--- src/sodec_pkg.sv ---
// Functional notes
// RQ1 - Bit 0.0 enables axis-one switch-off path
// RQ2 - Bit 0.1 acknowledges axis-one path error
// RQ3 - Bit 0.2 enables axis-one output stage
// RQ4 - Bit 2.0 acknowledges axis-one encoder supply error
// RQ5 - Bit 4.0 forwarded as axis-one group fault
// RQ6 - Axis-one diag falling edge logs 0xD300+index
// RQ7 - Axis-two bits decode atop unchanged axis-one layout
// RQ8 - Bit 0.3 enables axis-two switch-off path
// RQ9 - Bit 0.4 acknowledges axis-two path error
// RQ10 - Bit 0.5 one drives axis-two torque-off low
// RQ11 - Bit 10.0 acknowledges axis-two encoder supply error
// RQ12 - Bit 12.0 forwarded as axis-two group fault
// RQ13 - Axis-two diag falling edge logs 0xD310+index
// RQ14 - Output image at most 32 bytes
// RQ15 - Writer avoids standard bits for safety shutdown
// RQ16 - Reserved command bytes 6 and 14 ignored
// RQ17 - Reset disables paths, diag history registers one
package sodec_pkg;
  // ----------------------------------------
  // Image layout
  // ----------------------------------------
  localparam int IMAGE_BYTES      = 32;
  localparam int IMAGE_BITS       = IMAGE_BYTES * 8;
  localparam int POS_A_PATH_EN    = 0;
  localparam int POS_A_PATH_ACK   = 1;
  localparam int POS_A_STAGE_EN   = 2;
  localparam int POS_B_PATH_EN    = 3;
  localparam int POS_B_PATH_ACK   = 4;
  localparam int POS_B_STAGE_EN   = 5;
  localparam int POS_A_SUPPLY_ACK = 2 * 8;
  localparam int POS_A_GROUP      = 4 * 8;
  localparam int POS_A_DIAG       = 8 * 8;
  localparam int POS_B_SUPPLY_ACK = 10 * 8;
  localparam int POS_B_GROUP      = 12 * 8;
  localparam int POS_B_DIAG       = 16 * 8;
  localparam int DIAG_BITS        = 16;
  // ----------------------------------------
  // Diagnostic codes
  // ----------------------------------------
  localparam logic [15:0] DIAG_BASE_A = 16'hD300;
  localparam logic [15:0] DIAG_BASE_B = 16'hD310;
  localparam logic [15:0] DIAG_RESET  = 16'h0000;

  typedef struct packed {
    logic path_enable;
    logic path_error_ack;
    logic stage_enable;
    logic encoder_supply_ack;
    logic group_fault;
  } sodec_axis_t;
endpackage

--- src/sodec_decoder.sv ---
module sodec_decoder
  import sodec_pkg::*;
#(
  parameter bit TWO_AXES = 1'b1
)(
  input  wire logic                    clock,
  input  wire logic                    sys_rst,
  input  wire logic [IMAGE_BITS-1:0]   image,
  output sodec_axis_t                  axis1,
  output sodec_axis_t                  axis2,
  output logic                         axis2_torque_off,
  output logic                         diag_valid,
  output logic [15:0]                  diag_code,
  output logic                         diag_overrun
);
  // ----------------------------------------
  // Edge detection state
  // ----------------------------------------
  logic [2*DIAG_BITS-1:0] prev_diag;
  logic [2*DIAG_BITS-1:0] pending;
  logic [2*DIAG_BITS-1:0] now_diag;
  logic [2*DIAG_BITS-1:0] falls;
  logic [2*DIAG_BITS-1:0] next_pending;
  logic [2*DIAG_BITS-1:0] grant;
  logic [4:0]             grant_idx;
  logic                   any_pending;

  function automatic sodec_axis_t decode_axis(input logic en, input logic ack,
                                              input logic stage, input logic sup, input logic grp);
    decode_axis = '{path_enable: en, path_error_ack: ack, stage_enable: stage,
                    encoder_supply_ack: sup, group_fault: grp};
  endfunction

  // ----------------------------------------
  // Axis decode
  // ----------------------------------------
  always_ff @(posedge clock)
  begin
    if (sys_rst)
    begin
      axis1 <= '0; // see RQ17
    end
    else
    begin
      // see RQ1 see RQ2 see RQ3 see RQ4 see RQ5 see RQ16 see RQ14
      axis1 <= decode_axis(image[POS_A_PATH_EN], image[POS_A_PATH_ACK], image[POS_A_STAGE_EN],
                           image[POS_A_SUPPLY_ACK], image[POS_A_GROUP]);
    end
  end

  always_ff @(posedge clock)
  begin
    if (sys_rst || !TWO_AXES)
    begin
      axis2 <= '0; // see RQ17
    end
    else
    begin
      // see RQ7 see RQ8 see RQ9 see RQ11 see RQ12
      axis2 <= decode_axis(image[POS_B_PATH_EN], image[POS_B_PATH_ACK], image[POS_B_STAGE_EN],
                           image[POS_B_SUPPLY_ACK], image[POS_B_GROUP]);
    end
  end

  always_ff @(posedge clock)
  begin
    if (sys_rst || !TWO_AXES)
    begin
      axis2_torque_off <= 1'b1; // see RQ17
    end
    else
    begin
      axis2_torque_off <= ~image[POS_B_STAGE_EN]; // see RQ10
    end
  end

  // ----------------------------------------
  // Diagnostic history feed
  // ----------------------------------------
  always_comb
  begin
    now_diag = {image[POS_B_DIAG +: DIAG_BITS], image[POS_A_DIAG +: DIAG_BITS]};
    if (!TWO_AXES)
    begin
      now_diag[2*DIAG_BITS-1:DIAG_BITS] = '1;
    end
    falls        = prev_diag & ~now_diag; // see RQ6 see RQ13
    any_pending  = |pending;
    grant        = pending & (~pending + 1'b1);
    grant_idx    = '0;
    for (int i = 0; i < 2*DIAG_BITS; i++)
    begin
      if (grant[i])
      begin
        grant_idx = 5'(i);
      end
    end
    next_pending = (pending & ~grant) | falls;
  end

  always_ff @(posedge clock)
  begin
    if (sys_rst)
    begin
      prev_diag <= '1; // see RQ17
    end
    else
    begin
      prev_diag <= now_diag;
    end
  end

  always_ff @(posedge clock)
  begin
    if (sys_rst)
    begin
      pending <= '0;
    end
    else
    begin
      pending <= next_pending;
    end
  end

  always_ff @(posedge clock)
  begin
    if (sys_rst)
    begin
      diag_valid <= 1'b0;
    end
    else
    begin
      diag_valid <= any_pending;
    end
  end

  always_ff @(posedge clock)
  begin
    if (sys_rst)
    begin
      diag_code <= DIAG_RESET;
    end
    else
    begin
      diag_code <= any_pending ? DIAG_BASE_A + {11'h000, grant_idx} : DIAG_RESET; // see RQ6 see RQ13
    end
  end

  always_ff @(posedge clock)
  begin
    if (sys_rst)
    begin
      diag_overrun <= 1'b0;
    end
    else
    begin
      diag_overrun <= |(pending & ~grant & falls);
    end
  end

  // ----------------------------------------
  // Checks
  // ----------------------------------------
  a_path1_follow: assert property (@(posedge clock) disable iff (sys_rst) // see RQ1
    1'b1 |=> axis1.path_enable == $past(image[POS_A_PATH_EN]))
    else $error("axis1 path enable mismatch");
  a_ack1_follow: assert property (@(posedge clock) disable iff (sys_rst) // see RQ2
    1'b1 |=> axis1.path_error_ack == $past(image[POS_A_PATH_ACK]))
    else $error("axis1 path ack mismatch");
  a_stage1_follow: assert property (@(posedge clock) disable iff (sys_rst) // see RQ3
    1'b1 |=> axis1.stage_enable == $past(image[POS_A_STAGE_EN]))
    else $error("axis1 stage mismatch");
  a_supply1_follow: assert property (@(posedge clock) disable iff (sys_rst) // see RQ4
    1'b1 |=> axis1.encoder_supply_ack == $past(image[POS_A_SUPPLY_ACK]))
    else $error("axis1 supply ack mismatch");
  a_group1_follow: assert property (@(posedge clock) disable iff (sys_rst) // see RQ5
    1'b1 |=> axis1.group_fault == $past(image[POS_A_GROUP]))
    else $error("axis1 group fault mismatch");
  a_diag_code_range: assert property (@(posedge clock) disable iff (sys_rst) // see RQ6
    diag_valid |-> diag_code >= DIAG_BASE_A && diag_code <= DIAG_BASE_B + 16'h000F)
    else $error("diag code out of range");
  a_fall_logged: assert property (@(posedge clock) disable iff (sys_rst) // see RQ6
    $fell(image[POS_A_DIAG]) && !$past(sys_rst) |=> ##[0:32] diag_valid && diag_code == DIAG_BASE_A)
    else $error("axis1 diag edge not logged");
  a_code_idle: assert property (@(posedge clock) disable iff (sys_rst) // see RQ6
    !diag_valid |-> diag_code == DIAG_RESET)
    else $error("diag code without valid");
  a_no_phantom: assert property (@(posedge clock) disable iff (sys_rst) // see RQ6
    !any_pending && falls == '0 |=> !diag_valid ##1 !diag_valid)
    else $error("diag code without falling edge");
  a_overrun_pending: assert property (@(posedge clock) disable iff (sys_rst) // see RQ6
    diag_overrun |-> diag_valid ##1 diag_valid)
    else $error("merged diag entry lost");
  a_fall2_logged: assert property (@(posedge clock) disable iff (sys_rst || !TWO_AXES) // see RQ13
    $fell(image[POS_B_DIAG]) && !$past(sys_rst) |=> ##[0:32] diag_valid && diag_code == DIAG_BASE_B)
    else $error("axis2 diag edge not logged");
  a_single_quiet: assert property (@(posedge clock) disable iff (sys_rst) // see RQ7
    !TWO_AXES |-> axis2 == '0 && axis2_torque_off)
    else $error("axis2 active in single axis mode");
  a_path2_follow: assert property (@(posedge clock) disable iff (sys_rst || !TWO_AXES) // see RQ8
    1'b1 |=> axis2.path_enable == $past(image[POS_B_PATH_EN]))
    else $error("axis2 path enable mismatch");
  a_stage2_follow: assert property (@(posedge clock) disable iff (sys_rst || !TWO_AXES) // see RQ10
    1'b1 |=> axis2.stage_enable == $past(image[POS_B_STAGE_EN]))
    else $error("axis2 stage mismatch");
  a_torque2_low: assert property (@(posedge clock) disable iff (sys_rst || !TWO_AXES) // see RQ10
    1'b1 |=> axis2_torque_off == !$past(image[POS_B_STAGE_EN]) && axis2.stage_enable == !axis2_torque_off)
    else $error("axis2 torque off wrong");
  a_ack2_follow: assert property (@(posedge clock) disable iff (sys_rst || !TWO_AXES) // see RQ9
    1'b1 |=> axis2.path_error_ack == $past(image[POS_B_PATH_ACK])
    && axis2.encoder_supply_ack == $past(image[POS_B_SUPPLY_ACK])
    && axis2.group_fault == $past(image[POS_B_GROUP]))
    else $error("axis2 ack or group mismatch");
  a_reset_safe: assert property (@(posedge clock) // see RQ17
    sys_rst |=> !axis1.path_enable && !axis1.stage_enable && axis2_torque_off && prev_diag == '1)
    else $error("reset state unsafe");
  a_reset_quiet: assert property (@(posedge clock) // see RQ17
    sys_rst |=> axis2 == '0 && !diag_valid && !diag_overrun && diag_code == DIAG_RESET)
    else $error("reset outputs not quiet");

  // ----------------------------------------
  // Coverage
  // ----------------------------------------
  c_diag_a: cover property (@(posedge clock) diag_valid && diag_code == DIAG_BASE_A);
  c_diag_b0: cover property (@(posedge clock) diag_valid && diag_code == DIAG_BASE_B);
  c_diag_b: cover property (@(posedge clock) diag_valid && diag_code == DIAG_BASE_B + 16'h000F);
  c_stage2_on: cover property (@(posedge clock) !axis2_torque_off);
  c_overrun: cover property (@(posedge clock) diag_overrun);
endmodule

--- config.mk ---
export PLATFORM = sky130hd
export DESIGN_NAME = sodec_decoder
export DESIGN_NICKNAME = d
export VERILOG_FILES = /design/src/sodec_pkg.sv /design/src/sodec_decoder.sv
export SDC_FILE = /design/constraint.sdc
export NUM_CORES = 1
export LEC_CHECK = 0
export BUFFER_PORTS_ARGS = -buffer_cell sky130_fd_sc_hd__buf_2
export CAP_MARGIN = 20
export CELL_PAD_IN_SITES_DETAIL_PLACEMENT = 2
export CELL_PAD_IN_SITES_GLOBAL_PLACEMENT = 2
export CORE_UTILIZATION = 19
export DETAILED_ROUTE_END_ITERATION = 10
export PLACE_DENSITY_LB_ADDON = 0.1
export SYNTH_ARGS = -nofsm -noshare
export SYNTH_HDL_FRONTEND = slang
export SYNTH_SLANG_ARGS = --single-unit
--- constraint.sdc ---
create_clock -name clock -period 3.44 [get_ports clock]
set_clock_uncertainty 0.2 [all_clocks]
set_input_delay 0.172 -clock clock [delete_from_list [all_inputs] [get_ports clock]]
set_output_delay 0.172 -clock clock [all_outputs]
set_load 0.005 [all_outputs]
# Yosys cells after proc, flatten, opt, wreduce, memory -nomap -nowiden
# Index checks and enable logic that the tools add are counted.
[word_totals]
register_bits = 93
input_bits = 258
wordCells = 62
[classes]
add_sub_neg = 2
n_mux = 31
bitwise_logic = 10
reduce_logical = 3
[op_table]
columns = ["operator", "count"]
rows = [
  ["$mux 5", 30],
  ["$and 32x32->32", 4],
  ["$not 32->32", 3],
  ["$reduce_or 32->1", 2],
  ["$add 32x1->32 const B", 1],
  ["$or 32x32->32", 1],
  ["$add 15x6->16 const A", 1],
  ["$not 1->1", 2],
  ["$reduce_or 2->1", 1],
  ["$mux 1", 1],
]

# Logic depth before layout (Yosys ltp)
[depth]
depth_word = 35
mapped_depth = 8
ltp_nobuf = 7

# Worst setup path after synthesis
# Ideal clock, no wire load.
[synth_path]
kind = "register to register"
from = "reg pending[3]"
to = "reg diag_overrun"
arrival_time_ps = 2264
required_ps = 3111
slack_ps = 847
stages_incl_launch_ff = 8
path_buffers = 0
period_less_slack_ps = 2593
cell_sequence = "dfxtp_1 -> nor4_4 -> nand2_2 -> or3_4 -> a32o_1 -> or4_4 -> nor4_2 -> a31oi_1"
[synth_between]
elab_chain_len = 7
[synth_rtl]
columns = ["element", "line", "rtl"]
rows = [
  ["start: declaration", "sodec_decoder.sv:20", "logic [2*DIAG_BITS-1:0] pending;"],
  ["start signal: assignment", "sodec_decoder.sv:121", "pending <= next_pending;"],
  ["$not 32->32", "sodec_decoder.sv:89", "grant = pending & (~pending + 1'b1);"],
  ["$add 32x1->32", "sodec_decoder.sv:89", ""],
  ["$and 32x32->32", "sodec_decoder.sv:89", ""],
  ["$not 32->32", "sodec_decoder.sv:157", "diag_overrun <= |(pending & ~grant & falls);"],
  ["$and 32x32->32 (*) (2 in a row)", "sodec_decoder.sv:157", ""],
  ["$reduce_or 32->1 (*)", "sodec_decoder.sv:157", ""],
  ["end signal: assignment", "sodec_decoder.sv:157", ""],
  ["end: declaration", "sodec_decoder.sv:14", "output logic diag_overrun"],
]
# Every way passes the cells marked *; elsewhere a longest branch is shown, timed or not.
# A chain may end at the register's enable or synchronous reset.

# Final worst setup path
# Ends and elaborated chain as after synthesis.

==> metrics.txt <==
Seq cells post-synth just over 80; Cells after Synth 385; max frequency about 0.34 GHz; port buffer count 66; total grt overflow 0; Final period util 86.0%; Fill cells 1,996; Post-DP HPWL 8.11 mm; largest net degree at the start of global routing 41; synth unique cells 50; hold_sp sys_rst; Sw Share 28.2%; layout cells sized above 1 28.1%; Critical Path RT 3450 ps; nets about 760; register area 1660 µm²; setup repair after global routing missed its margin no; P_leak between 1.5 and 2 nW; DRC 0; Logic pwr share 13.8%; first-pass GRT wire length between 15 and 20 mm; R2R Path End diag_overrun$_SDFF_PP0_; Post-synth EDFFs 0; minimum clock period 2960 ps; Clock power frac 40.8%; Inserted Clock Buffers 9; Overall Power between 0.002 and 0.0025 W; clk sinks 83; post_cts resized 0; Core ar. ~17,000 µm²; TNS Setup 0 ps; initial antenna violation count 0; number of DRC violations after detailed-routing iteration 0 63; CTS clk-pin slew, worst paths 80 ps; Worst setup SP type flop; top_reg_cell synth dfxtp_1; DR WL/cell ~15 µm; # rows 48; post-synthesis cell area 3390 µm²; die width 136 µm; status finished, final reports clean; Hold Path Sink axis1[4]$_SDFF_PP0_; YS warnings 0; worst-path maximum fanout 5; Syn-to-layout area delta 39.1%; commonest non-fill, non-tap cells in the layout dfxtp_1, buf_2, dlygate4sd3_1; critical path class flop to flop; setup violators final 0; DRT Wirelength between 10 and 15 mm; worst-margin pin slew 647 ps; Die Ht roughly 140 µm; Multi-input gate area 1580 µm²; Critical Path End Type flop; Root Driver clkbuf_16; Hold Path Class input port to flop; Flop pwr share between 40% and 50%; Initial Util 19.6%; post-synthesis async set-or-reset flop share 0%; Routed Antenna Nets 0; Reg2Reg Depth 8; syn avg cell area 8.82 µm²; CTS tree built; power density over the cells 501 nW/µm²; relative slew slack 56.9%; register area share after synthesis around half; GRT Total Usage 12.8%; WP data arrival about 3000 ps; DR pass1 iterations 4; WHS Path Cells 2; Worst-Skew Late Latency 350 ps; R2R Setup Slk 480 ps; clock buffer depth 2; routed via count 3,101; max-slew violation count 0; full die area 18,400 µm²; H-tree levels 3; Worst R2R Start pending[3]$_SDFF_PP0_; Hold Violations, Final 0; P_int about 0.0017 W; Diodes inserted 0; IO Pins 287; max cap viols 0; NetSw 0.000668 W; number of global-route vias before repair 3,443; Worst VDD drop 0.000234 V; gpl congestion 0.698; vias per cell 4.25; commonest non-fill, non-tap cell in the layout dfxtp_1
-- through the flow --
step	cells	setup WS, ps	utilization, %	area, µm²	hold WS (ps)
2_1_floorplan	390	847	-	3410	66.8
3_3_place_gp	672	424	23.1	4010	169
3_5_place_dp	672	431	23.1	4010	174
4_1_cts	730	408	27.2	4720	162
5_1_grt	730	290	27.2	4720	203
6_report	730	480	27.2	4720	125
-- critical path, cell delays in order (launching register included) --
cell and delay, ps:
dfxtp_1 370, nor4_4 410, buf_4 200, nand2_2 70, or3_4 430, a32o_1 270
or4_4 510, nor4_2 220, a31oi_1 120
-- cell type report --
cell class	count	share of cell area, %
flip-flops and latches	83	35.2
multi-input cells	270	33.4
repair buffers	120	18.1
well taps	225	5.96
clock buffers	9	4.77
clock inverters	7	1.38
inverters	16	1.27
-- registers in the layout, summed over array words and instances, names as in the netlist --
register / cells
prev_diag: 32
diag_overrun: 1
axis1: 5
axis2_torque_off: 1
axis2: 5
pending: 32
diag_code: 6
diag_valid: 1
-- per-layer routing --
metal	up-vias	wire length, µm	GRT usage (%)
li1	1548	-	-
met1	1493	4850	15.7
met2	48	5230	21.6
met3	12	403	3.11
met4	0	155	4.87
met5	-	0	0
-- Yosys cell counts, drive strengths merged (3+ instances only) --
library cell	n	share of area, %
inv	16	1.8
nor4	7	2.1
nand3	4	0.59
o2111ai	3	0.77
o31ai	3	0.66
dfxtp	83	49
nand4	5	0.92
buf	11	2.3
nand2	23	2.6
nor3	10	1.5
or3	4	0.92
o21ai	17	2.5
nor2	31	3.4
or2	37	6.8
nand2b	28	5.2
a21oi	40	5.9
or4	3	0.88
nor2b	14	2.6
clkbuf	10	1.1
o22ai	3	0.55
-- how the worst max path moves through the flow --
stage                          startpoint                 endpoint  slack, ps
floorplan           pending[3]$_SDFF_PP0_  diag_overrun$_SDFF_PP0_        850
global placement    pending[1]$_SDFF_PP0_  diag_overrun$_SDFF_PP0_        420
detailed placement  pending[1]$_SDFF_PP0_  diag_overrun$_SDFF_PP0_        430
CTS                 pending[3]$_SDFF_PP0_  diag_overrun$_SDFF_PP0_        410
global route        pending[3]$_SDFF_PP0_  diag_overrun$_SDFF_PP0_        290
finish              pending[3]$_SDFF_PP0_  diag_overrun$_SDFF_PP0_        480
-- what timing repair did --
item                      4_1_cts  5_1_grt
hold buffers                   42        0
buffers inserted                0        0
hold endpoints to repair       73        0
-- power groups by stage --
| stage | clock, W | sequential, W | combinational (W) |
|---|---|---|---|
| final | 0.000965 | 0.00107 | 0.000327 |
| after global placement | 0 | 0.00110 | 0.000292 |
| after detailed placement | 0 | 0.00110 | 0.000298 |
| after floorplan | 0 | 0.00108 | 0.000180 |
| after CTS | 0.00101 | 0.00108 | 0.000337 |
| after global routing | 0.00105 | 0.00108 | 0.000371 |
-- logic make-up (layout without fill, tap and decap cells) --
logic type             Yosys count  count (layout)  synth area share, %
other                            1               6                0.110
and+or+nand+nor                173             173                 29.0
DFF                             83              83                 48.9
buffers and inverters           37             152                 5.20
AOI/OAI and AO/OA               91              91                 16.7
(Power assumes the default switching activity.)
